### src/vrc_defines.vh
`ifndef VRC_DEFINES_VH
`define VRC_DEFINES_VH

// ----------------------------------------------------------------
// register offsets
// ----------------------------------------------------------------
`define VRC_OFS_CUR_LIMIT 8'h21
`define VRC_OFS_MAX_TEMP 8'h22
`define VRC_OFS_FAST_SR 8'h24
`define VRC_OFS_SLOW_SR 8'h25
`define VRC_OFS_BOOT_V 8'h26
`define VRC_OFS_MAX_OUT 8'h30
`define VRC_OFS_OUT_CODE 8'h31
`define VRC_OFS_PWR_STATE 8'h32
`define VRC_OFS_MARGIN 8'h33

// ----------------------------------------------------------------
// reset values
// ----------------------------------------------------------------
`define VRC_RST_CUR_LIMIT 8'h00
`define VRC_RST_MAX_TEMP 8'h64
`define VRC_RST_BOOT_V 8'h00
`define VRC_RST_MAX_OUT 8'hB5
`define VRC_RST_OUT_CODE 8'h00
`define VRC_RST_PWR_STATE 8'h00
`define VRC_RST_MARGIN 8'h00

// ----------------------------------------------------------------
// slew rates and timing
// ----------------------------------------------------------------
`define VRC_FAST_SR_MV_PER_US 8'h0A
`define VRC_SLOW_DIVISOR 4
`define VRC_SLOW_SR_MV_PER_US 8'h02
`define VRC_CLK_MHZ 100
`define VRC_VID_STEP_MV 5
`define VRC_FAST_STEP_CYCLES ((`VRC_VID_STEP_MV * `VRC_CLK_MHZ) / 10)
`define VRC_SLOW_STEP_CYCLES (`VRC_FAST_STEP_CYCLES * `VRC_SLOW_DIVISOR)

// ----------------------------------------------------------------
// boot voltage codes per strap level
// ----------------------------------------------------------------
`define VRC_VBOOT_0V00 8'h00
`define VRC_VBOOT_1V65 8'hA6
`define VRC_VBOOT_1V70 8'hAB
`define VRC_VBOOT_1V75 8'hB0

// ----------------------------------------------------------------
// strap thresholds in adc counts, highest level first
// ----------------------------------------------------------------
`define VRC_BOOT_THRESH {8'hEC, 8'hCC, 8'hB3, 8'h8D, 8'h67, 8'h4D, 8'h33}
`define VRC_ADDR_THRESH {8'hF0, 8'hB4, 8'h87, 8'h66, 8'h4C, 8'h38, 8'h25, 8'h14}

`endif

### src/vrc_config_regs.v
// Functional notes
// current limit sampled at power up, read-only
// max temperature resets 64h, writable, sets alarm
// fast slew register reads 0Ah, read-only
// slow commands ramp quarter rate; reads 02h
// ramp to boot voltage, hold until command or output code write
// code above maximum gets not-supported answer
// master programs the maximum output code
// output code register read-write, resets zero
// power state register read-write, resets zero
// signed margin steps added to output code
// boot strap measured and decoded at power up
// boot register never changes after power up
// eight boot levels with light-load phase count
// nine addresses from phase-one strap, latched
// address levels ascend from zero to eight
// temperature is plain binary degrees celsius
// alarm when temperature at or above maximum
`timescale 1ns/1ps
`include "vrc_defines.vh"

module vrc_config_regs #(
  parameter STEP_CW = 12
) (
  input wire clk_in,
  input wire nrst_in,
  input wire [7:0] reg_addr_in,
  input wire [7:0] reg_wdata_in,
  input wire reg_wr_in,
  input wire reg_rd_in,
  output reg [7:0] reg_rdata_out,
  output reg reg_ack_out,
  output reg reg_err_out,
  input wire cmd_valid_in,
  input wire cmd_fast_in,
  input wire [7:0] cmd_code_in,
  output reg cmd_ack_out,
  output reg cmd_nack_out,
  input wire strap_valid_in,
  input wire [7:0] current_limit_strap_pin_in,
  input wire [7:0] boot_strap_pin_in,
  input wire [7:0] first_phase_address_strap_pin_in,
  input wire [7:0] temperature_in,
  output reg thermal_alarm_output_out,
  output reg [3:0] bus_address_out,
  output reg [1:0] light_load_phase_count_out,
  output reg strap_done_out,
  output wire [7:0] voltage_code_out,
  output wire at_target_out
);

  // ----------------------------------------------------------------
  // reset release
  // ----------------------------------------------------------------
  reg rst_meta_reg;
  reg rst_n_reg;

  always @(posedge clk_in or negedge nrst_in)
  begin
    if (!nrst_in)
    begin
      rst_meta_reg <= 1'b0;
      rst_n_reg <= 1'b0;
    end
    else
    begin
      rst_meta_reg <= 1'b1;
      rst_n_reg <= rst_meta_reg;
    end
  end

  // ----------------------------------------------------------------
  // pin synchronisers
  // ----------------------------------------------------------------
  reg [32:0] pin_meta_reg;
  reg [32:0] pin_sync_reg;
  reg [32:0] pin_prev_reg;
  wire [32:0] pin_raw;

  assign pin_raw = {strap_valid_in, current_limit_strap_pin_in, boot_strap_pin_in,
    first_phase_address_strap_pin_in, temperature_in};

  always @(posedge clk_in or negedge rst_n_reg)
  begin
    if (!rst_n_reg)
    begin
      pin_meta_reg <= 33'h0;
      pin_sync_reg <= 33'h0;
      pin_prev_reg <= 33'h0;
    end
    else
    begin
      pin_meta_reg <= pin_raw;
      pin_sync_reg <= pin_meta_reg;
      pin_prev_reg <= pin_sync_reg;
    end
  end

  wire strap_valid_s;
  wire [7:0] cur_limit_s;
  wire [7:0] boot_s;
  wire [7:0] addr_s;
  wire [7:0] temp_s;

  assign strap_valid_s = pin_sync_reg[32];
  assign cur_limit_s = pin_sync_reg[31:24];
  assign boot_s = pin_sync_reg[23:16];
  assign addr_s = pin_sync_reg[15:8];
  assign temp_s = pin_sync_reg[7:0];

  // a word is used only once two synced samples agree, so a
  // half-changed adc code is never acted on
  wire straps_settled;
  wire temp_settled;

  assign straps_settled = (pin_sync_reg[31:8] == pin_prev_reg[31:8]);
  assign temp_settled = (pin_sync_reg[7:0] == pin_prev_reg[7:0]);

  // ----------------------------------------------------------------
  // strap decoders
  // ----------------------------------------------------------------
  wire [3:0] boot_level;
  wire [3:0] addr_level;

  vrc_strap_decoder #(
    .W(8),
    .LEVELS(8),
    .LW(4),
    .THRESH(`VRC_BOOT_THRESH)
  ) u_boot_dec (
    .sample_in(boot_s),
    .level_out(boot_level)
  );

  vrc_strap_decoder #(
    .W(8),
    .LEVELS(9),
    .LW(4),
    .THRESH(`VRC_ADDR_THRESH)
  ) u_addr_dec (
    .sample_in(addr_s),
    .level_out(addr_level)
  );

  reg [7:0] boot_code;

  always @*
  begin
    case (boot_level[1:0])
      2'h0: boot_code = `VRC_VBOOT_0V00;
      2'h1: boot_code = `VRC_VBOOT_1V65;
      2'h2: boot_code = `VRC_VBOOT_1V70;
      default: boot_code = `VRC_VBOOT_1V75;
    endcase
  end

  // ----------------------------------------------------------------
  // strap capture, once per power up
  // ----------------------------------------------------------------
  reg [7:0] cur_limit_reg;
  reg [7:0] boot_v_reg;

  always @(posedge clk_in or negedge rst_n_reg)
  begin
    if (!rst_n_reg)
    begin
      strap_done_out <= 1'b0;
      cur_limit_reg <= `VRC_RST_CUR_LIMIT;
      boot_v_reg <= `VRC_RST_BOOT_V;
      bus_address_out <= 4'h0;
      light_load_phase_count_out <= 2'h1;
    end
    else if (strap_valid_s && straps_settled && !strap_done_out)
    begin
      strap_done_out <= 1'b1;
      cur_limit_reg <= cur_limit_s;
      boot_v_reg <= boot_code;
      bus_address_out <= addr_level;
      light_load_phase_count_out <= boot_level[2] ? 2'h2 : 2'h1;
    end
  end

  // ----------------------------------------------------------------
  // thermal alarm
  // ----------------------------------------------------------------
  reg [7:0] max_temp_reg;
  reg [7:0] temp_hold_reg;

  always @(posedge clk_in or negedge rst_n_reg)
  begin
    if (!rst_n_reg)
      temp_hold_reg <= 8'h00;
    else if (temp_settled)
      temp_hold_reg <= temp_s;
  end

  always @(posedge clk_in or negedge rst_n_reg)
  begin
    if (!rst_n_reg)
      thermal_alarm_output_out <= 1'b0;
    else
      thermal_alarm_output_out <= (temp_hold_reg >= max_temp_reg);
  end

  // ----------------------------------------------------------------
  // register bank and voltage-set commands
  // ----------------------------------------------------------------
  reg [7:0] max_out_reg;
  reg [7:0] out_code_reg;
  reg [7:0] pwr_state_reg;
  reg [7:0] margin_reg;
  reg boot_hold_reg;
  reg rate_fast_reg;
  reg addr_hit;
  reg addr_ro;
  reg [7:0] rd_mux;
  wire cmd_ok;

  assign cmd_ok = (cmd_code_in <= max_out_reg);

  always @*
  begin
    addr_hit = 1'b1;
    addr_ro = 1'b0;
    rd_mux = 8'h00;
    case (reg_addr_in)
      `VRC_OFS_CUR_LIMIT:
      begin
        rd_mux = cur_limit_reg;
        addr_ro = 1'b1;
      end
      `VRC_OFS_MAX_TEMP: rd_mux = max_temp_reg;
      `VRC_OFS_FAST_SR:
      begin
        rd_mux = `VRC_FAST_SR_MV_PER_US;
        addr_ro = 1'b1;
      end
      `VRC_OFS_SLOW_SR:
      begin
        rd_mux = `VRC_SLOW_SR_MV_PER_US;
        addr_ro = 1'b1;
      end
      `VRC_OFS_BOOT_V:
      begin
        rd_mux = boot_v_reg;
        addr_ro = 1'b1;
      end
      `VRC_OFS_MAX_OUT: rd_mux = max_out_reg;
      `VRC_OFS_OUT_CODE: rd_mux = out_code_reg;
      `VRC_OFS_PWR_STATE: rd_mux = pwr_state_reg;
      `VRC_OFS_MARGIN: rd_mux = margin_reg;
      default: addr_hit = 1'b0;
    endcase
  end

  always @(posedge clk_in or negedge rst_n_reg)
  begin
    if (!rst_n_reg)
    begin
      max_temp_reg <= `VRC_RST_MAX_TEMP;
      max_out_reg <= `VRC_RST_MAX_OUT;
      out_code_reg <= `VRC_RST_OUT_CODE;
      pwr_state_reg <= `VRC_RST_PWR_STATE;
      margin_reg <= `VRC_RST_MARGIN;
      boot_hold_reg <= 1'b1;
      rate_fast_reg <= 1'b1;
      reg_rdata_out <= 8'h00;
      reg_ack_out <= 1'b0;
      reg_err_out <= 1'b0;
      cmd_ack_out <= 1'b0;
      cmd_nack_out <= 1'b0;
    end
    else
    begin
      reg_ack_out <= reg_rd_in || reg_wr_in;
      reg_err_out <= (reg_rd_in && !addr_hit) || (reg_wr_in && (!addr_hit || addr_ro));
      if (reg_rd_in)
        reg_rdata_out <= rd_mux;
      if (reg_wr_in && addr_hit && !addr_ro)
      begin
        case (reg_addr_in)
          `VRC_OFS_MAX_TEMP: max_temp_reg <= reg_wdata_in;
          `VRC_OFS_MAX_OUT: max_out_reg <= reg_wdata_in;
          `VRC_OFS_OUT_CODE:
          begin
            out_code_reg <= reg_wdata_in;
            boot_hold_reg <= 1'b0;
            rate_fast_reg <= 1'b1;
          end
          `VRC_OFS_PWR_STATE: pwr_state_reg <= reg_wdata_in;
          `VRC_OFS_MARGIN: margin_reg <= reg_wdata_in;
          default: max_temp_reg <= max_temp_reg;
        endcase
      end
      // an accepted command overrides a same-cycle register write of the code
      cmd_ack_out <= cmd_valid_in && cmd_ok;
      cmd_nack_out <= cmd_valid_in && !cmd_ok;
      if (cmd_valid_in && cmd_ok)
      begin
        out_code_reg <= cmd_code_in;
        boot_hold_reg <= 1'b0;
        rate_fast_reg <= cmd_fast_in;
      end
    end
  end

  // ----------------------------------------------------------------
  // target code with margin, clamped to code range
  // ----------------------------------------------------------------
  wire [9:0] margin_sum;
  reg [7:0] target;

  assign margin_sum = {2'b00, out_code_reg} + {{2{margin_reg[7]}}, margin_reg};

  always @*
  begin
    if (!strap_done_out)
      target = 8'h00;
    else if (boot_hold_reg)
      target = boot_v_reg;
    else if (margin_sum[9])
      target = 8'h00;
    else if (margin_sum[8])
      target = 8'hFF;
    else
      target = margin_sum[7:0];
  end

  // ----------------------------------------------------------------
  // output ramp
  // ----------------------------------------------------------------
  localparam integer FAST_STEP_I = `VRC_FAST_STEP_CYCLES;
  localparam integer SLOW_STEP_I = `VRC_SLOW_STEP_CYCLES;
  localparam [STEP_CW-1:0] FAST_STEP = FAST_STEP_I[STEP_CW-1:0];
  localparam [STEP_CW-1:0] SLOW_STEP = SLOW_STEP_I[STEP_CW-1:0];

  vrc_slew_ramp #(
    .W(8),
    .CW(STEP_CW)
  ) u_ramp (
    .clk_in(clk_in),
    .rst_n_in(rst_n_reg),
    .target_in(target),
    .step_cycles_in(rate_fast_reg ? FAST_STEP : SLOW_STEP),
    .code_out(voltage_code_out),
    .at_target_out(at_target_out)
  );

endmodule // vrc_config_regs

### src/vrc_strap_decoder.v
`timescale 1ns/1ps
// ----------------------------------------------------------------
// level decoder: counts thresholds at or below the sample
// ----------------------------------------------------------------
module vrc_strap_decoder #(
  parameter W = 8,
  parameter LEVELS = 8,
  parameter LW = 4,
  parameter [W*(LEVELS-1)-1:0] THRESH = {(W*(LEVELS-1)){1'b0}}
) (
  input wire [W-1:0] sample_in,
  output reg [LW-1:0] level_out
);

  integer i;

  always @*
  begin
    level_out = {LW{1'b0}};
    for (i = 0; i < LEVELS - 1; i = i + 1)
    begin
      if (sample_in >= THRESH[i*W +: W])
      begin
        level_out = level_out + {{(LW-1){1'b0}}, 1'b1};
      end
    end
  end

endmodule // vrc_strap_decoder

### src/vrc_slew_ramp.v
`timescale 1ns/1ps
// ----------------------------------------------------------------
// output code ramp: one code step per step_cycles_in clocks
// ----------------------------------------------------------------
module vrc_slew_ramp #(
  parameter W = 8,
  parameter CW = 12
) (
  input wire clk_in,
  input wire rst_n_in,
  input wire [W-1:0] target_in,
  input wire [CW-1:0] step_cycles_in,
  output reg [W-1:0] code_out,
  output reg at_target_out
);

  reg [CW-1:0] cnt_reg;

  always @(posedge clk_in or negedge rst_n_in)
  begin
    if (!rst_n_in)
    begin
      cnt_reg <= {CW{1'b0}};
      code_out <= {W{1'b0}};
      at_target_out <= 1'b1;
    end
    else if (code_out == target_in)
    begin
      cnt_reg <= {CW{1'b0}};
      at_target_out <= 1'b1;
    end
    else
    begin
      at_target_out <= 1'b0;
      if (cnt_reg >= step_cycles_in - {{(CW-1){1'b0}}, 1'b1})
      begin
        cnt_reg <= {CW{1'b0}};
        if (code_out < target_in)
          code_out <= code_out + {{(W-1){1'b0}}, 1'b1};
        else
          code_out <= code_out - {{(W-1){1'b0}}, 1'b1};
      end
      else
      begin
        cnt_reg <= cnt_reg + {{(CW-1){1'b0}}, 1'b1};
      end
    end
  end

endmodule // vrc_slew_ramp

### config.mk
export PLATFORM = sky130hd
export DESIGN_NAME = vrc_config_regs
export DESIGN_NICKNAME = d
export VERILOG_FILES = /design/src/vrc_config_regs.v /design/src/vrc_strap_decoder.v /design/src/vrc_slew_ramp.v
export VERILOG_INCLUDE_DIRS = /design/src /design/src/src
export SDC_FILE = /design/constraint.sdc
export NUM_CORES = 1
export LEC_CHECK = 0
export BUFFER_PORTS_ARGS = -buffer_cell sky130_fd_sc_hd__buf_2
export CAP_MARGIN = 20
export CORE_MARGIN = 1.5
export CORE_UTILIZATION = 40
export DETAILED_ROUTE_END_ITERATION = 7
export MAX_ROUTING_LAYER = met4
export PLACE_DENSITY = 0.68
export SLEW_MARGIN = 10
export SYNTH_ARGS = -nofsm -noshare
export SYNTH_HDL_FRONTEND = slang
export SYNTH_SLANG_ARGS = --single-unit
### constraint.sdc
create_clock -name clk_in -period 6 [get_ports clk_in]
set_clock_uncertainty 0.15 [all_clocks]
set_input_delay 0.6 -clock clk_in [delete_from_list [all_inputs] [get_ports clk_in]]
set_output_delay 0.6 -clock clk_in [all_outputs]
set_load 0.005 [all_outputs]
After elaboration in Yosys (flattened, before gate mapping)
Cells that the tools add are included.

Word-level logic and storage cells: 143. Bits of input ports: 63. Bits in writable memories: 0. Register bits after elaboration: 207. Latch bits: 0. ROM bits: 0. Output and inout bits: 29. Memories kept: 0.

Magnitude comparators: 19. Divide/modulo/power cells: 0. Multiplexer cells: 38. Eq/ne operators: 14. $mul: 0. Reduce and logical (&&, ||, !) cells: 26. Bitwise logic cells: 1. Shift-type cells: 0. Add/sub/neg operators: 18.

Operators with widths (number): 8-bit by 6-bit == test with 1-bit output, second input constant (9); 8-bit 2-to-1 mux (9); 8-bit one-hot mux with 9 select lines (1); 8-bit >= comparator, second input constant (7); 8-bit by 7-bit >= comparator with 1-bit output, second input constant (4); 4-bit 2-to-1 mux (7); 4-bit by 1-bit adder with 4-bit output, second input constant (6); 24-bit == test (1); 8-bit by 6-bit >= comparator with 1-bit output, second input constant (3); 12-bit 2-to-1 mux (2); 8-bit one-hot mux with 3 select lines (1); 8-bit == test (2); 3-bit 2-to-1 mux (5); 12-bit by 1-bit adder with 12-bit output, second input constant (1); 3-bit by 1-bit adder with 3-bit output, second input constant (4); 12-bit >= comparator (1); 2-bit AND reduction (6); 1-bit 2-to-1 mux (11); 9-bit by 8-bit adder with 10-bit output (1); 9-bit OR reduction (1); 8-bit by 1-bit subtractor with 9-bit output, second input constant (1); 8-bit by 1-bit adder with 8-bit output, second input constant (1); 8-bit by 5-bit >= comparator with 1-bit output, second input constant (1); 8-bit >= comparator (1); other kinds (15) (30).

Logic depth before layout (Yosys ltp)
Gate-level depths: netlist (run 1).

Depth in word-level cells: 16. Depth in mapped cells: 25. Depth with buffers taken out: 25.

Cells and area by module
A second synthesis (run 1) with hierarchy kept.

Cell total of the unflattened synthesis: 938. Area, all modules: 10901.7 µm².

By module, submodules not included: vrc_config_regs (area each 7554.7 µm², seq. area each 4593.2 µm², times used 1, cells each 549); vrc_slew_ramp (area each 1722.9 µm², seq. area each 526.8 µm², times used 1, cells each 184); vrc_strap_decoder (u_addr_dec) (area each 884.6 µm², seq. area each 0.0 µm², times used 1, cells each 113); vrc_strap_decoder (u_boot_dec) (area each 739.5 µm², seq. area each 0.0 µm², times used 1, cells each 92).

Least setup slack after synthesis (run 1)
No wires, ideal clock.

Path kind: register to register. Start point: reg out_code_reg[0]. End point: reg u_ramp.code_out[7]. Stages on the path, launching flop included: 26. Setup slack: 0.788 ns. Data arrival time: 4.939 ns. Path buffers: 0. Setup time: 0.124 ns. Required time: 5.726 ns. Clock period less this slack: 5.212 ns. Path through: dfrtp_1 -> ha_1 -> fa_1 -> a21o_1 -> a21oi_1 -> nor2b_1 -> o21a_1 -> o22ai_1 -> xnor2_1 -> o21ai_0 -> a21bo_2 -> ha_1 -> nor2b_1 -> o21ai_0 -> nand2b_1 -> a21oi_1 -> o21ai_0 -> ha_1 -> a21o_1 -> a21oi_1 -> o21bai_1 -> a21oi_1 -> o21ai_0 -> xor2_1 -> nand2_1 -> xnor2_1.

Longest elaborated chain between the ends: 8. Elaborated cells on any way between the ends: 10. Classes of those cells: 1 x add/sub; 1 x order compare; 1 x eq/ne; 5 x mux; 1 x bitwise; 1 x reduce/logical.

RTL lines: from (decl) (RTL line vrc_config_regs.v:209) `reg [7:0] out_code_reg;`; from (signal assigned) (RTL line vrc_config_regs.v:262) `` out_code_reg <= `VRC_RST_OUT_CODE; ``; from (signal assigned) (RTL line vrc_config_regs.v:286) `out_code_reg <= reg_wdata_in;`; from (signal assigned) (RTL line vrc_config_regs.v:300) `out_code_reg <= cmd_code_in;`; 9-bit by 8-bit adder with 10-bit output * (RTL line vrc_config_regs.v:313) `assign margin_sum = {2'b00, out_code_reg} + {{2{margin_reg[7]}}, margin_reg};`; 8-bit 2-to-1 mux (RTL line vrc_config_regs.v:323) `else if (margin_sum[8])`; 8-bit 2-to-1 mux * (RTL line vrc_config_regs.v:321) `else if (margin_sum[9])`; 8-bit 2-to-1 mux * (RTL line vrc_config_regs.v:319) `else if (boot_hold_reg)`; 8-bit 2-to-1 mux * (RTL line vrc_config_regs.v:317) `if (!strap_done_out)`; parallel branches: the longest is 3 deep, another holds 8-bit less-than comparator; to (signal assigned) (RTL line vrc_slew_ramp.v:24) `code_out <= {W{1'b0}};`; to (signal assigned) (RTL line vrc_slew_ramp.v:39) `code_out <= code_out + {{(W-1){1'b0}}, 1'b1};`; to (signal assigned) (RTL line vrc_slew_ramp.v:41) `code_out <= code_out - {{(W-1){1'b0}}, 1'b1};`; to (decl) (RTL line vrc_slew_ramp.v:13) `output reg [W-1:0] code_out,`.

Mark *: on every way between the ends. A chain may end at the register's enable or synchronous reset.

Worst setup path after layout (run 1)
Start point: reg pin_sync_reg[11]. End point: reg bus_address_out[2].

Longest elaborated chain between the ends: 16. Elaborated cells on any way between the ends: 26. Classes of those cells: 7 x add/sub; 8 x order compare; 1 x eq/ne; 8 x mux; 2 x reduce/logical.

RTL lines: from (decl) (RTL line vrc_config_regs.v:76) `reg [32:0] pin_sync_reg;`; from (signal assigned) (RTL line vrc_config_regs.v:94) `pin_sync_reg <= pin_meta_reg;`; 8-bit by 5-bit >= comparator with 1-bit output (RTL line vrc_strap_decoder.v:22) `if (sample_in >= THRESH[i*W +: W])`; 1-bit 2-to-1 mux (RTL line vrc_strap_decoder.v:22); 1-bit by 1-bit adder with 2-bit output (RTL line vrc_strap_decoder.v:24) `level_out = level_out + {{(LW-1){1'b0}}, 1'b1};`; 4-bit 2-to-1 mux (RTL line vrc_strap_decoder.v:22); 4-bit by 1-bit adder with 4-bit output (RTL line vrc_strap_decoder.v:24); 4-bit 2-to-1 mux (RTL line vrc_strap_decoder.v:22); 4-bit by 1-bit adder with 4-bit output (RTL line vrc_strap_decoder.v:24); 4-bit 2-to-1 mux (RTL line vrc_strap_decoder.v:22); 4-bit by 1-bit adder with 4-bit output (RTL line vrc_strap_decoder.v:24); 4-bit 2-to-1 mux (RTL line vrc_strap_decoder.v:22); 4-bit by 1-bit adder with 4-bit output (RTL line vrc_strap_decoder.v:24); 4-bit 2-to-1 mux (RTL line vrc_strap_decoder.v:22); 4-bit by 1-bit adder with 4-bit output (RTL line vrc_strap_decoder.v:24); 4-bit 2-to-1 mux (RTL line vrc_strap_decoder.v:22); 4-bit by 1-bit adder with 4-bit output (RTL line vrc_strap_decoder.v:24); 4-bit 2-to-1 mux (RTL line vrc_strap_decoder.v:22); to (signal assigned) (RTL line vrc_config_regs.v:178) `bus_address_out <= addr_level;`; to (decl) (RTL line vrc_config_regs.v:45) `output reg [3:0] bus_address_out,`.

Parallel ways exist; a longest one is shown, timed or not.

==> results of run 1 <==
[worst register-to-register path, delay by kind of cell (launching register included)]
family / cells / cell delay [ps]
multiplexers: 1 / 270
adder cells (fa/ha/maj): 6 / 1850
AO/OA/AOI/OAI: 5 / 1460
XOR/XNOR: 3 / 510
flip-flops: 1 / 520
AND/OR/NAND/NOR: 7 / 730
[timing repair]
action                     4_1_cts  5_1_grt
hold buffers                     1        0
setup endpoints to repair        0        3
gates resized for setup          0        1
hold endpoints to repair         2        0
[cell type report]
cell class                 instances  share of cell area
sequential                       204              0.4485
timing repair buffer              96             0.04446
clock buffer                      34             0.05859
clock inverter                     9             0.01084
multi-input combinational        544              0.3903
inverter                          36             0.01183
tap                              324             0.03548
[per-layer routing]
metal	part of all wire	wire length (um)	vias up	GRT usage
met5	0	0	-	-
met4	0.023	477	0	0.05232
met3	0.047	964	34	0.02709
met2	0.47	9680	161	0.2709
met1	0.46	9409	3189	0.2315
li1	-	-	3049	-
[worst paths after layout]
path	end	slack, ps	depth (start not counted)
setup reg to reg	bus_address_out[2]	390	22
hold / removal	pin_meta_reg[0]	40	1
hold reg to reg	pin_sync_reg[5]	190	0
setup / recovery	bus_address_out[2]	390	22
min in group asynchronous	out_code_reg[6]	220	0
max in group asynchronous	pin_meta_reg[8]	4260	1
[power by group through the flow]
stage | sequential [mW] | clock (mW) | combinational (mW)
after global placement | 1.62 | 0 | 0.880
after global routing | 1.61 | 1.56 | 1.02
final | 1.60 | 1.45 | 0.899
after floorplan | 1.60 | 0 | 0.688
after CTS | 1.60 | 1.50 | 0.906
after detailed placement | 1.62 | 0 | 0.899
[cells by family (layout without fill, tap and decap cells)]
logic type	Yosys count	after routing	share of synthesized area
flip-flops	204	204	0.5225
AND/OR/NAND/NOR	176	176	0.09244
AO/OA/AOI/OAI	131	131	0.09347
multiplexers	93	93	0.1126
XOR/XNOR	75	75	0.07048
adder cells (fa/ha/maj)	65	65	0.08453
buffers and inverters	57	175	0.02324
other	2	4	0.0007664
[cells in the final DEF, fill, tap and decap left out, types with 6 or more instances in the layout]
cell	count
sky130_fd_sc_hd__dfrtp_1	191
sky130_fd_sc_hd__buf_2	91
sky130_fd_sc_hd__mux2_2	78
sky130_fd_sc_hd__ha_1	63
sky130_fd_sc_hd__nor2_1	49
sky130_fd_sc_hd__nand2_1	45
sky130_fd_sc_hd__inv_1	36
sky130_fd_sc_hd__xnor2_1	36
sky130_fd_sc_hd__xor2_1	36
sky130_fd_sc_hd__a21oi_1	28
sky130_fd_sc_hd__clkbuf_16	25
sky130_fd_sc_hd__o21ai_0	18
sky130_fd_sc_hd__a21o_1	18
sky130_fd_sc_hd__nand3_1	13
sky130_fd_sc_hd__dfstp_2	12
sky130_fd_sc_hd__nand4_1	11
sky130_fd_sc_hd__a31oi_1	10
sky130_fd_sc_hd__mux2i_1	9
sky130_fd_sc_hd__clkbuf_1	8
sky130_fd_sc_hd__a211oi_1	7
sky130_fd_sc_hd__or2_2	7
sky130_fd_sc_hd__nor2b_1	7
sky130_fd_sc_hd__o21a_1	7
sky130_fd_sc_hd__nor4_1	6
sky130_fd_sc_hd__mux4_2	6
==> PnR_summary.wiki, run 1 <==
{| class="wikitable"
! Metric !! Value
|-
| Slew Limit Fails || 0
|-
| Routed via count divided by cell count || between 5 and 6
|-
| Clk sink count || slightly above 200
|-
| Clock Power Share || 0.368
|-
| Commonest cells in the netlist || sky130_fd_sc_hd__dfrtp_1 (192), sky130_fd_sc_hd__mux2_2 (78), sky130_fd_sc_hd__ha_1 (63)
|-
| Crit path max-delay cell type || sky130_fd_sc_hd__a311oi_1
|-
| Hold Worst Slack || between 40 and 50 ps
|-
| Class of the worst hold path || input pin to flip-flop
|-
| Number of distinct library cells after synthesis || 70
|-
| Final worst slack || between 300 and 400 ps
|-
| Die boundary height || 159.5 um
|-
| # DRC || 0
|-
| Combinational power share || 0.228
|-
| Clock buffers created by TritonCTS || 24
|-
| Wire length of the first global-routing pass || roughly 34 mm
|-
| Number of synthesized register bits || 204
|-
| Post-CTS Setup Bufs || 0
|-
| Grt ovf || 0
|-
| CTS tree || built
|-
| Area taken by multi-input logic gates || 0.004459 mm^2
|-
| Crit path top cell by count || sky130_fd_sc_hd__ha_1
|-
| Wirelength, routed || between 20 and 25 mm
|-
| Critical setup path kind || flip-flop to flip-flop
|-
| Largest net degree at the start of global routing || roughly 150
|-
| Total buffers and inverters traversed by the critical path || 0
|-
| Mean post-synth cell area || between 10 and 15 um^2
|-
| Initial core utilization || 0.4053
|-
| Total Negative Setup Slacks || 0 ps
|-
| Library cell with the highest instance count after synthesis || sky130_fd_sc_hd__dfrtp_1
|-
| # placed instances || 1,203
|-
| Layout cell share with drive strength beyond 1 || 0.2719
|-
| Post-synthesis cell type with the largest combined area || sky130_fd_sc_hd__dfrtp_1
|-
| Number of levels the H-tree was split into || 1
|-
| Worst path required time || 6250 ps
|-
| Initial antenna violation count || 0
|-
| Max incr delay on CP || about 530 ps
|-
| Standard cell area after detailed placement || 0.01062 mm^2
|-
| Final min period || between 5000 and 6000 ps
|-
| Clock transition at the registers of the reported paths || 60 ps
|-
| Worst setup path startpoint || pin_sync_reg[11]
|-
| Share of the core filled with cells in the final layout || 0.4725
|-
| Worst path cell trace || or2_2, a211o_1, ha_1, xnor2_2, ha_1, nor2_1, a311oi_1, ha_1, nand2_1, nand2_1, ha_1, a32oi_1, nand2_1, ha_1, nand2_1, o211a_1, a21oi_1, ha_1, nand2_1, xor2_1, xnor2_1, mux2_2
|-
| Crit end category || flip-flop
|-
| Final HPWL DP || between 10 and 15 mm
|-
| Power density normalized to cell area || ~350 mW/mm^2
|-
| Switching part of the total || 0.2762
|-
| Element type at the critical path start || flip-flop
|-
| Power after layout || 3.951 mW
|-
| Cell class contributing the biggest share of worst-path delay || adder cells
|-
| Unrepaired setup endpoints after global routing || no
|-
| Final design area excluding fillers || approximately 0.011 mm^2
|-
| Yosys top cell area share || 0.4903
|-
| Detailed router's first-iteration violation count || between 400 and 500
|-
| Ranking of synthesized cells by area || sky130_fd_sc_hd__dfrtp_1 (49%), sky130_fd_sc_hd__mux2_2 (9.0%), sky130_fd_sc_hd__ha_1 (8.0%), sky130_fd_sc_hd__dfstp_2 (3.2%), sky130_fd_sc_hd__xnor2_1 (3.2%)
|-
| Number of setup violations in the final report || 0
|-
| Post-synthesis instance area || 0.009799 mm^2
|-
| Startpoint of the worst-slack reg-to-reg timing path || pin_sync_reg[11]
|-
| Cell chosen for the clock root || sky130_fd_sc_hd__clkbuf_16
|-
| Fmax || roughly 180 MHz
|-
| Fin. Hold Viols || 0
|-
| GRT Util Overall || 0.1728
|-
| Maximum fanout along the worst path || 10
|-
| Reg power frac || 0.404
|-
| Static Leakage || roughly 5.3 nW
|-
| Ports placed on the boundary || between 90 and 100
|-
| Die outline width || around 160 um
|-
| Via count of the first global-routing pass || between 6,000 and 7,000
|-
| FF+latch area || 0.005124 mm^2
|-
| WP data arrival || 5860 ps
|-
| Layout fillers || roughly 2,200
|-
| Area of the die || around 0.025 mm^2
|-
| Antenna violation net count after detailed routing || 0
|-
| Startpoint of the tightest hold check path || temperature_in[0]
|-
| Total of warnings raised by yosys || 0
|-
| Fraction of synthesis flops using an asynchronous set or reset pin || 1.000
|-
| Overall via count from detail_route || approximately 6,400
|-
| Routed WL per cell || 16.46 um
|-
| Slew of the pin with the lowest slew margin || 962.9 ps
|-
| Iteration count of the initial detailed-routing pass || 7
|-
| Count of maximum capacitance violations || 0
|-
| Antenna cell count || 0
|-
| Internal power summed over all cells || roughly 2.9 mW
|-
| Remaining max-slew budget at the tightest pin || 0.3490
|-
| Clock insertion delay at the later pin of the skew report || 510 ps
|-
| Area growth, synth to finish || 16.59%
|-
| Row Count || 57
|-
| Tcrit/Tclk final || 0.9352
|-
| Seq/Total Area, Yosys || 0.5225
|-
| Area of the core || 0.02418 mm^2
|-
| CTS Buffer Depth || 3
|-
| Cells after synthesis || about 800
|-
| Post-synth EDFFs || 0
|-
| Net switching power || roughly 1.1 mW
|-
| Post-placement worst setup slack || 233.2 ps
|-
| Leading register cell type out of synthesis || sky130_fd_sc_hd__dfrtp_1
|-
| Final RePlAce weighted congestion || approximately 0.9
|-
| Buffers on Ports || 91
|-
| Final-stage net count || roughly 1,000
|-
| Max IR drop VDD || between 150 and 200 uV
|-
| Filler-free cell count of the finished design || about 1,200
|-
| Status || finished clean
|}
Power figures use the tool's default switching activity.
==> run 2: changes to the inputs <==
- GPL_TIMING_DRIVEN: unset -> 0
- PLACE_DENSITY: 0.68 -> 0.66
- clock period: 6 -> 5.3 ns (I/O delays scaled with it)
==> run 2 against run 1 <==
  * Fmax is 10% higher
  * Sequential power is 12% higher
  * Global-route usage is 0.52 points higher
  * Cell area is 6.1% higher
  * Largest power group is now the clock network
==> PnR_summary.wiki, run 2 (synthesis results as in run 1) <==
{| class="wikitable"
! Metric !! Value
|-
| Status || finished clean
|-
| Static Leakage || 5.519 nW (+5.1%)
|-
| Number of levels the H-tree was split into || 1 (unchanged)
|-
| Filler-free cell count of the finished design || 1,303 (+4.5%)
|-
| Final-stage net count || 1,089 (+5.3%)
|-
| Row Count || 57 (unchanged)
|-
| Ports placed on the boundary || 92 (unchanged)
|-
| Clock transition at the registers of the reported paths || 60 ps (about the same)
|-
| FF+latch area || 0.005125 mm^2 (about the same)
|-
| CTS tree || built
|-
| Worst reg2reg setup slack || 210 ps (-180 ps)
|-
| Initial antenna violation count || 0 (unchanged)
|-
| Wirelength, routed || 21.13 mm (+2.9%)
|-
| Initial core utilization || 0.4053 (unchanged)
|-
| Antenna violation net count after detailed routing || 0 (unchanged)
|-
| Grt ovf || 0 (unchanged)
|-
| Area of the core || 0.02418 mm^2 (unchanged)
|-
| Slew of the pin with the lowest slew margin || 1024 ps (+61.20 ps)
|-
| Detailed router's first-iteration violation count || 442 (-4.3%)
|-
| Crit path max-delay cell type || sky130_fd_sc_hd__dfrtp_2
|-
| Maximum fanout along the worst path || 10 (unchanged)
|-
| Count of maximum capacitance violations || 0 (unchanged)
|-
| Crit end category || flip-flop
|-
| Antenna cell count || 0 (unchanged)
|-
| Most common library cell in the layout ignoring fill and taps || sky130_fd_sc_hd__dfrtp_1
|-
| Cell chosen for the clock root || sky130_fd_sc_hd__clkbuf_16
|-
| Overall via count from detail_route || 6,564 (+2.0%)
|-
| Clk sink count || 204 (unchanged)
|-
| Wire length of the first global-routing pass || 35.45 mm (+3.4%)
|-
| Remaining max-slew budget at the tightest pin || 0.3077 (-0.04138)
|-
| Area taken by multi-input logic gates || 0.004561 mm^2 (+2.3%)
|-
| Fmax || 196.5 MHz (+10%)
|-
| # DRC || 0 (unchanged)
|-
| Clock buffers created by TritonCTS || 24 (unchanged)
|-
| Final RePlAce weighted congestion || 0.8551 (-5.6%)
|-
| Layout fillers || 2,125 (-1.3%)
|-
| GRT Util Overall || 0.1780 (+0.005193)
|-
| Element type at the critical path start || flip-flop
|-
| Tcrit/Tclk final || 0.9601 (+0.02494)
|-
| # placed instances || 1,219 (+1.3%)
|-
| Unrepaired setup endpoints after global routing || yes
|-
| Layout cell share with drive strength beyond 1 || 0.2891 (+0.01713)
|-
| Area growth, synth to finish || 23.75%
|-
| Total Negative Setup Slacks || 0 ps (unchanged)
|-
| CTS Buffer Depth || 3 (unchanged)
|-
| Max incr delay on CP || 450 ps (-80 ps)
|-
| Buffers on Ports || 87 (-4.4%)
|-
| Power density normalized to cell area || 391.7 mW/mm^2 (+13%)
|-
| Routed via count divided by cell count || 5.038 (-2.3%)
|-
| Via count of the first global-routing pass || 6,960 (+6.8%)
|-
| Iteration count of the initial detailed-routing pass || 5 (-2)
|-
| Die boundary height || 159.5 um (unchanged)
|-
| Most frequent cells in the layout || sky130_fd_sc_hd__dfrtp_1 (190), sky130_fd_sc_hd__buf_2 (90), sky130_fd_sc_hd__mux2_2 (78)
|-
| Critical setup path kind || flip-flop to flip-flop
|-
| Die outline width || 159.5 um (unchanged)
|-
| Number of setup violations in the final report || 0 (unchanged)
|-
| Clock insertion delay at the later pin of the skew report || 520 ps (about the same)
|-
| Worst path required time || 5550 ps (-700 ps)
|-
| Class of the worst hold path || input pin to flip-flop
|-
| Max IR drop VDD || 247.4 uV (+41%)
|-
| Final HPWL DP || 15.07 mm (+3.1%)
|-
| Worst path cell trace || buf_4, or2_2, a211o_1, ha_4, xnor2_2, ha_1, nor2_1, a311oi_2, ha_1, nand2_1, nand2_1, ha_1, a32oi_2, nand2_1, ha_1, nand2_1, o211a_1, a21oi_2, ha_1, nand2_1, xor2_1, xnor2_1, mux2_2
|-
| Share of the core filled with cells in the final layout || 0.5016 (+0.02903)
|-
| Area of the die || 0.02545 mm^2 (unchanged)
|-
| Routed WL per cell || 16.22 um (-1.5%)
|-
| WP data arrival || 5340 ps (-520 ps)
|-
| Fin. Hold Viols || 0 (unchanged)
|-
| Slew Limit Fails || 0 (unchanged)
|-
| Final min period || 5089 ps (-522.4 ps)
|-
| Largest net degree at the start of global routing || 60 (-59%)
|}
## run 2: path summary, 6_finish.rpt
kind	start	to	cells after the start
min reg2reg	rst_n_reg	pin_sync_reg[4]	0
max in group asynchronous	rst_n_reg	u_ramp.at_target_out	2
min	cmd_valid_in	cmd_nack_out	3
max	pin_sync_reg[15]	bus_address_out[2]	23
min in group asynchronous	nrst_in	rst_n_reg	2
max reg2reg	pin_sync_reg[15]	bus_address_out[2]	23
## run 2: power breakdown
part	internal [mW]	total (mW)	leakage (nW)	switching (mW)
logic	0.580	1.12	2.59	0.538
registers	1.69	1.80	2.50	0.113
clock network	1.14	1.83	0.430	0.687
total	3.41	4.75	5.52	1.34
## run 2: through the flow
step	instance area, um^2	power (mW)	setup WS, ps	hold WS [ps]
detailed placement	10730	2.867	-544.6	166.3
finish	12130	4.750	211.4	105.6
floorplan	9808	2.595	87.70	84.41
CTS	12030	4.765	0.8447	86.63
global placement	10650	2.830	-454.7	165.1
global route	12130	5.030	-34.60	111.5
## run 2: what timing repair did
item                       CTS  global route
setup buffers                3             3
setup endpoints to repair    7             4
hold buffers                34             0
cloned                       0             0
hold endpoints to repair    35             0
pin swaps                    2             8
resized for setup            6            19
## run 2: per-layer routing
| layer | routed length (um) | vias up | part of all wire | GRT usage |
|---|---|---|---|---|
| met5 | 0 | - | 0 | - |
| met3 | 1013 | 26 | 0.048 | 0.02787 |
| met1 | 9583 | 3251 | 0.45 | 0.2332 |
| li1 | - | 3155 | - | - |
| met2 | 10230 | 132 | 0.48 | 0.2914 |
| met4 | 303 | 0 | 0.014 | 0.04074 |
## run 2: final cells by class
class,count,share of cell area
flip-flops and latches,204,0.4226
multi-input cells,544,0.3761
repair buffers,130,0.07449
clock buffers,27,0.05386
well taps,324,0.03343
clock inverters,17,0.02033
inverters,36,0.01114
plain buffers,21,0.008048
## run 2: critical path: cells and delay by family (launching register included)
family / cells / cell delay [ps]
AOI/OAI and AO/OA: 5 / 1150
buffers and inverters: 1 / 190
and+or+nand+nor: 7 / 690
muxes: 1 / 270
DFF: 1 / 450
adders and majority gates: 6 / 1650
xor gates and xnor gates: 3 / 430
==> run 3: changes to the inputs <==
- CELL_PAD_IN_SITES_DETAIL_PLACEMENT: unset -> 2
- CELL_PAD_IN_SITES_GLOBAL_PLACEMENT: unset -> 2
- PLACE_DENSITY: 0.66 -> 0.87
==> run 3 against run 2 <==
  * Sequential share of layout area fell by 0.25 points
  * Flip-flop and latch count did not move
  * Non-clock buffer count increased by 8
  * Total power grew 6.4%
  * Cell count increased by 0.61%
  * Cell area grew 0.65%
  * Setup slack worse by 200 ps
  * Fmax is 3.8% lower
  * Via count grew 12%
  * First-iteration DRC count up 7.5%
  * Global-route usage increased by 11 points
  * Clock power hardly changed
  * Critical endpoint is now u_ramp.code_out[7]
  * Largest cell class unchanged
==> PnR_summary.wiki, run 3 (synthesis results as in run 1) <==
{| class="wikitable"
! Metric !! Value
|-
| Max incr delay on CP || 420 ps (-30 ps)
|-
| Combinational power share || 0.268 (+0.033)
|-
| Fin. Hold Viols || 0 (unchanged)
|-
| Crit path top cell by count || sky130_fd_sc_hd__a21oi_2
|-
| Number of levels the H-tree was split into || 1 (unchanged)
|-
| Switching part of the total || 0.3099 (+0.02817)
|-
| CTS tree || built
|-
| Element type at the critical path start || flip-flop
|-
| Final RePlAce weighted congestion || 0.8192 (-4.2%)
|-
| CTS Buffer Depth || 3 (unchanged)
|-
| Buffers on Ports || 87 (unchanged)
|-
| Max IR drop VDD || 309.6 uV (+25%)
|-
| Slew Limit Fails || 0 (unchanged)
|-
| Clock insertion delay at the later pin of the skew report || 540 ps (+20 ps)
|-
| Row Count || 57 (unchanged)
|-
| Crit path max-delay cell type || sky130_fd_sc_hd__dfrtp_1
|-
| FF+latch area || 0.005127 mm^2 (about the same)
|-
| Remaining max-slew budget at the tightest pin || 0.2547 (-0.05295)
|-
| Layout cell share with drive strength beyond 1 || 0.2989 (+0.009815)
|-
| Via count of the first global-routing pass || 8,629 (+24%)
|-
| Grt ovf || 0 (unchanged)
|-
| Antenna violation net count after detailed routing || 0 (unchanged)
|-
| Overall via count from detail_route || 7,381 (+12%)
|-
| Clk sink count || 204 (unchanged)
|-
| Largest net degree at the start of global routing || 65 (+8.3%)
|-
| Share of the core filled with cells in the final layout || 0.5048 (+0.003261)
|-
| Cell chosen for the clock root || sky130_fd_sc_hd__clkbuf_16
|-
| Slew of the pin with the lowest slew margin || 1116 ps (+91.44 ps)
|-
| Detailed router's first-iteration violation count || 475 (+7.5%)
|-
| Iteration count of the initial detailed-routing pass || 5 (unchanged)
|-
| Met1 wire length || 13.53 mm (+41%)
|-
| Wirelength, routed || 35.40 mm (+68%)
|-
| Routed WL per cell || 27.00 um (+66%)
|-
| Final HPWL DP || 20.12 mm (+33%)
|-
| Area growth, synth to finish || 24.55%
|-
| Static Leakage || 5.556 nW (+0.68%)
|-
| Hold Worst Slack || 11.48 ps (-94.15 ps)
|-
| Die outline width || 159.5 um (unchanged)
|-
| Routed via count divided by cell count || 5.630 (+12%)
|-
| Area of the die || 0.02545 mm^2 (unchanged)
|-
| Net switching power || 1.566 mW (+17%)
|-
| Most common library cell in the layout ignoring fill and taps || sky130_fd_sc_hd__dfrtp_1
|-
| Initial antenna violation count || 0 (unchanged)
|-
| Status || finished clean
|-
| Uppermost signal routing layer after detailed routing || met4
|-
| Area of the core || 0.02418 mm^2 (unchanged)
|-
| Antenna cell count || 0 (unchanged)
|-
| Final min period || 5288 ps (+199.7 ps)
|-
| Most frequent cells in the layout || sky130_fd_sc_hd__dfrtp_1 (188), sky130_fd_sc_hd__buf_2 (90), sky130_fd_sc_hd__mux2_2 (78)
|-
| Worst reg2reg setup slack || 10 ps (-200 ps)
|-
| Initial core utilization || 0.4053 (unchanged)
|-
| # DRC || 0 (unchanged)
|-
| Count of maximum capacitance violations || 0 (unchanged)
|-
| Metal3 WL || 1.522 mm (+50%)
|-
| Met2 Routed Length || 18.68 mm (+83%)
|-
| Reg power frac || 0.363 (-0.016)
|-
| Layout fillers || 2,336 (+9.9%)
|-
| Worst path required time || 5560 ps (about the same)
|-
| WP data arrival || 5540 ps (+200 ps)
|-
| Fmax || 189.1 MHz (-3.8%)
|-
| Die boundary height || 159.5 um (unchanged)
|-
| Class of the worst hold path || input pin to flip-flop
|-
| Internal power summed over all cells || 3.488 mW (+2.2%)
|-
| Clock Power Share || 0.369 (-0.016)
|-
| Tcrit/Tclk final || 0.9978 (+0.03769)
|-
| Maximum fanout along the worst path || 7 (-3)
|-
| Ports placed on the boundary || 92 (unchanged)
|-
| Number of setup violations in the final report || 0 (unchanged)
|-
| Clock buffers created by TritonCTS || 24 (unchanged)
|-
| Clock transition at the registers of the reported paths || 70 ps (about the same)
|-
| GRT Util Overall || 0.2882 (+0.1102)
|-
| Wire length of the first global-routing pass || 53.79 mm (+52%)
|-
| Crit end category || flip-flop
|-
| Area taken by multi-input logic gates || 0.004597 mm^2 (+0.80%)
|-
| Final-stage net count || 1,097 (+0.73%)
|-
| Critical setup path kind || flip-flop to flip-flop
|-
| Power density normalized to cell area || 414.1 mW/mm^2 (+5.7%)
|}
run 3: what timing repair did:
item,4_1_cts,5_1_grt
resized for setup,19,17
endpoints found under the hold margin,32,1
pin swaps,6,14
gates cloned,0,0
endpoints found under the setup margin,9,5
buffers inserted,7,10
hold buffers,31,1
run 3: path summary, 6_finish.rpt:
kind                                               start                             to  depth (start not counted)
hold / removal             current_limit_strap_pin_in[6]               pin_meta_reg[30]                          1
setup reg to reg                         out_code_reg[0]             u_ramp.code_out[7]                         25
min in group asynchronous                        nrst_in                   rst_meta_reg                          2
hold reg to reg                         pin_meta_reg[23]               pin_sync_reg[23]                          0
setup / recovery                         out_code_reg[0]             u_ramp.code_out[7]                         25
max in group asynchronous                      rst_n_reg  light_load_phase_count_out[0]                          1
run 3: metal layers:
metal | vias up | global-route usage
met3 | 103 | 0.04168
met5 | - | -
met4 | 0 | 0.1274
met2 | 245 | 0.5060
li1 | 3169 | -
met1 | 3864 | 0.3263
run 3: per-stage QoR:
stage	cells	setup TNS (ps)	total power [mW]	cell area [um^2]	setup slack (ps)
floorplan	805	0	2.595	9808	87.70
global placement	1216	-1662	2.838	10650	-537.8
detailed placement	1219	-3674	2.947	10730	-911.9
CTS	1301	0	4.922	12070	45.46
global route	1311	-226.6	5.278	12210	-107.4
finish	1311	0	5.054	12210	11.67
run 3: area by class of cell:
type | count | share of cell area
buffer | 20 | 0.007688
clock buffer | 37 | 0.06069
multi-input combinational | 544 | 0.3766
clock inverter | 7 | 0.01148
inverter | 36 | 0.01107
tap | 324 | 0.03321
sequential | 204 | 0.4201
timing repair buffer | 139 | 0.07914
run 3: power groups by stage:
stage	Sequential [mW]	Combinational, mW	Clock [mW]
2_1_floorplan	1.82	0.778	0
3_3_place_gp	1.86	0.980	0
3_5_place_dp	1.84	1.10	0
4_1_cts	1.83	1.22	1.87
5_1_grt	1.85	1.48	1.95
6_report	1.83	1.36	1.86
run 3: worst max-delay path: cells and delay by family (launching register included):
kind / cells / cell delay [ps]
buffers and inverters: 1 / 150
xor gates and xnor gates: 3 / 510
DFF: 1 / 420
and+or+nand+nor: 4 / 450
adders and majority gates: 4 / 1210
AOI/OAI and AO/OA: 13 / 2250
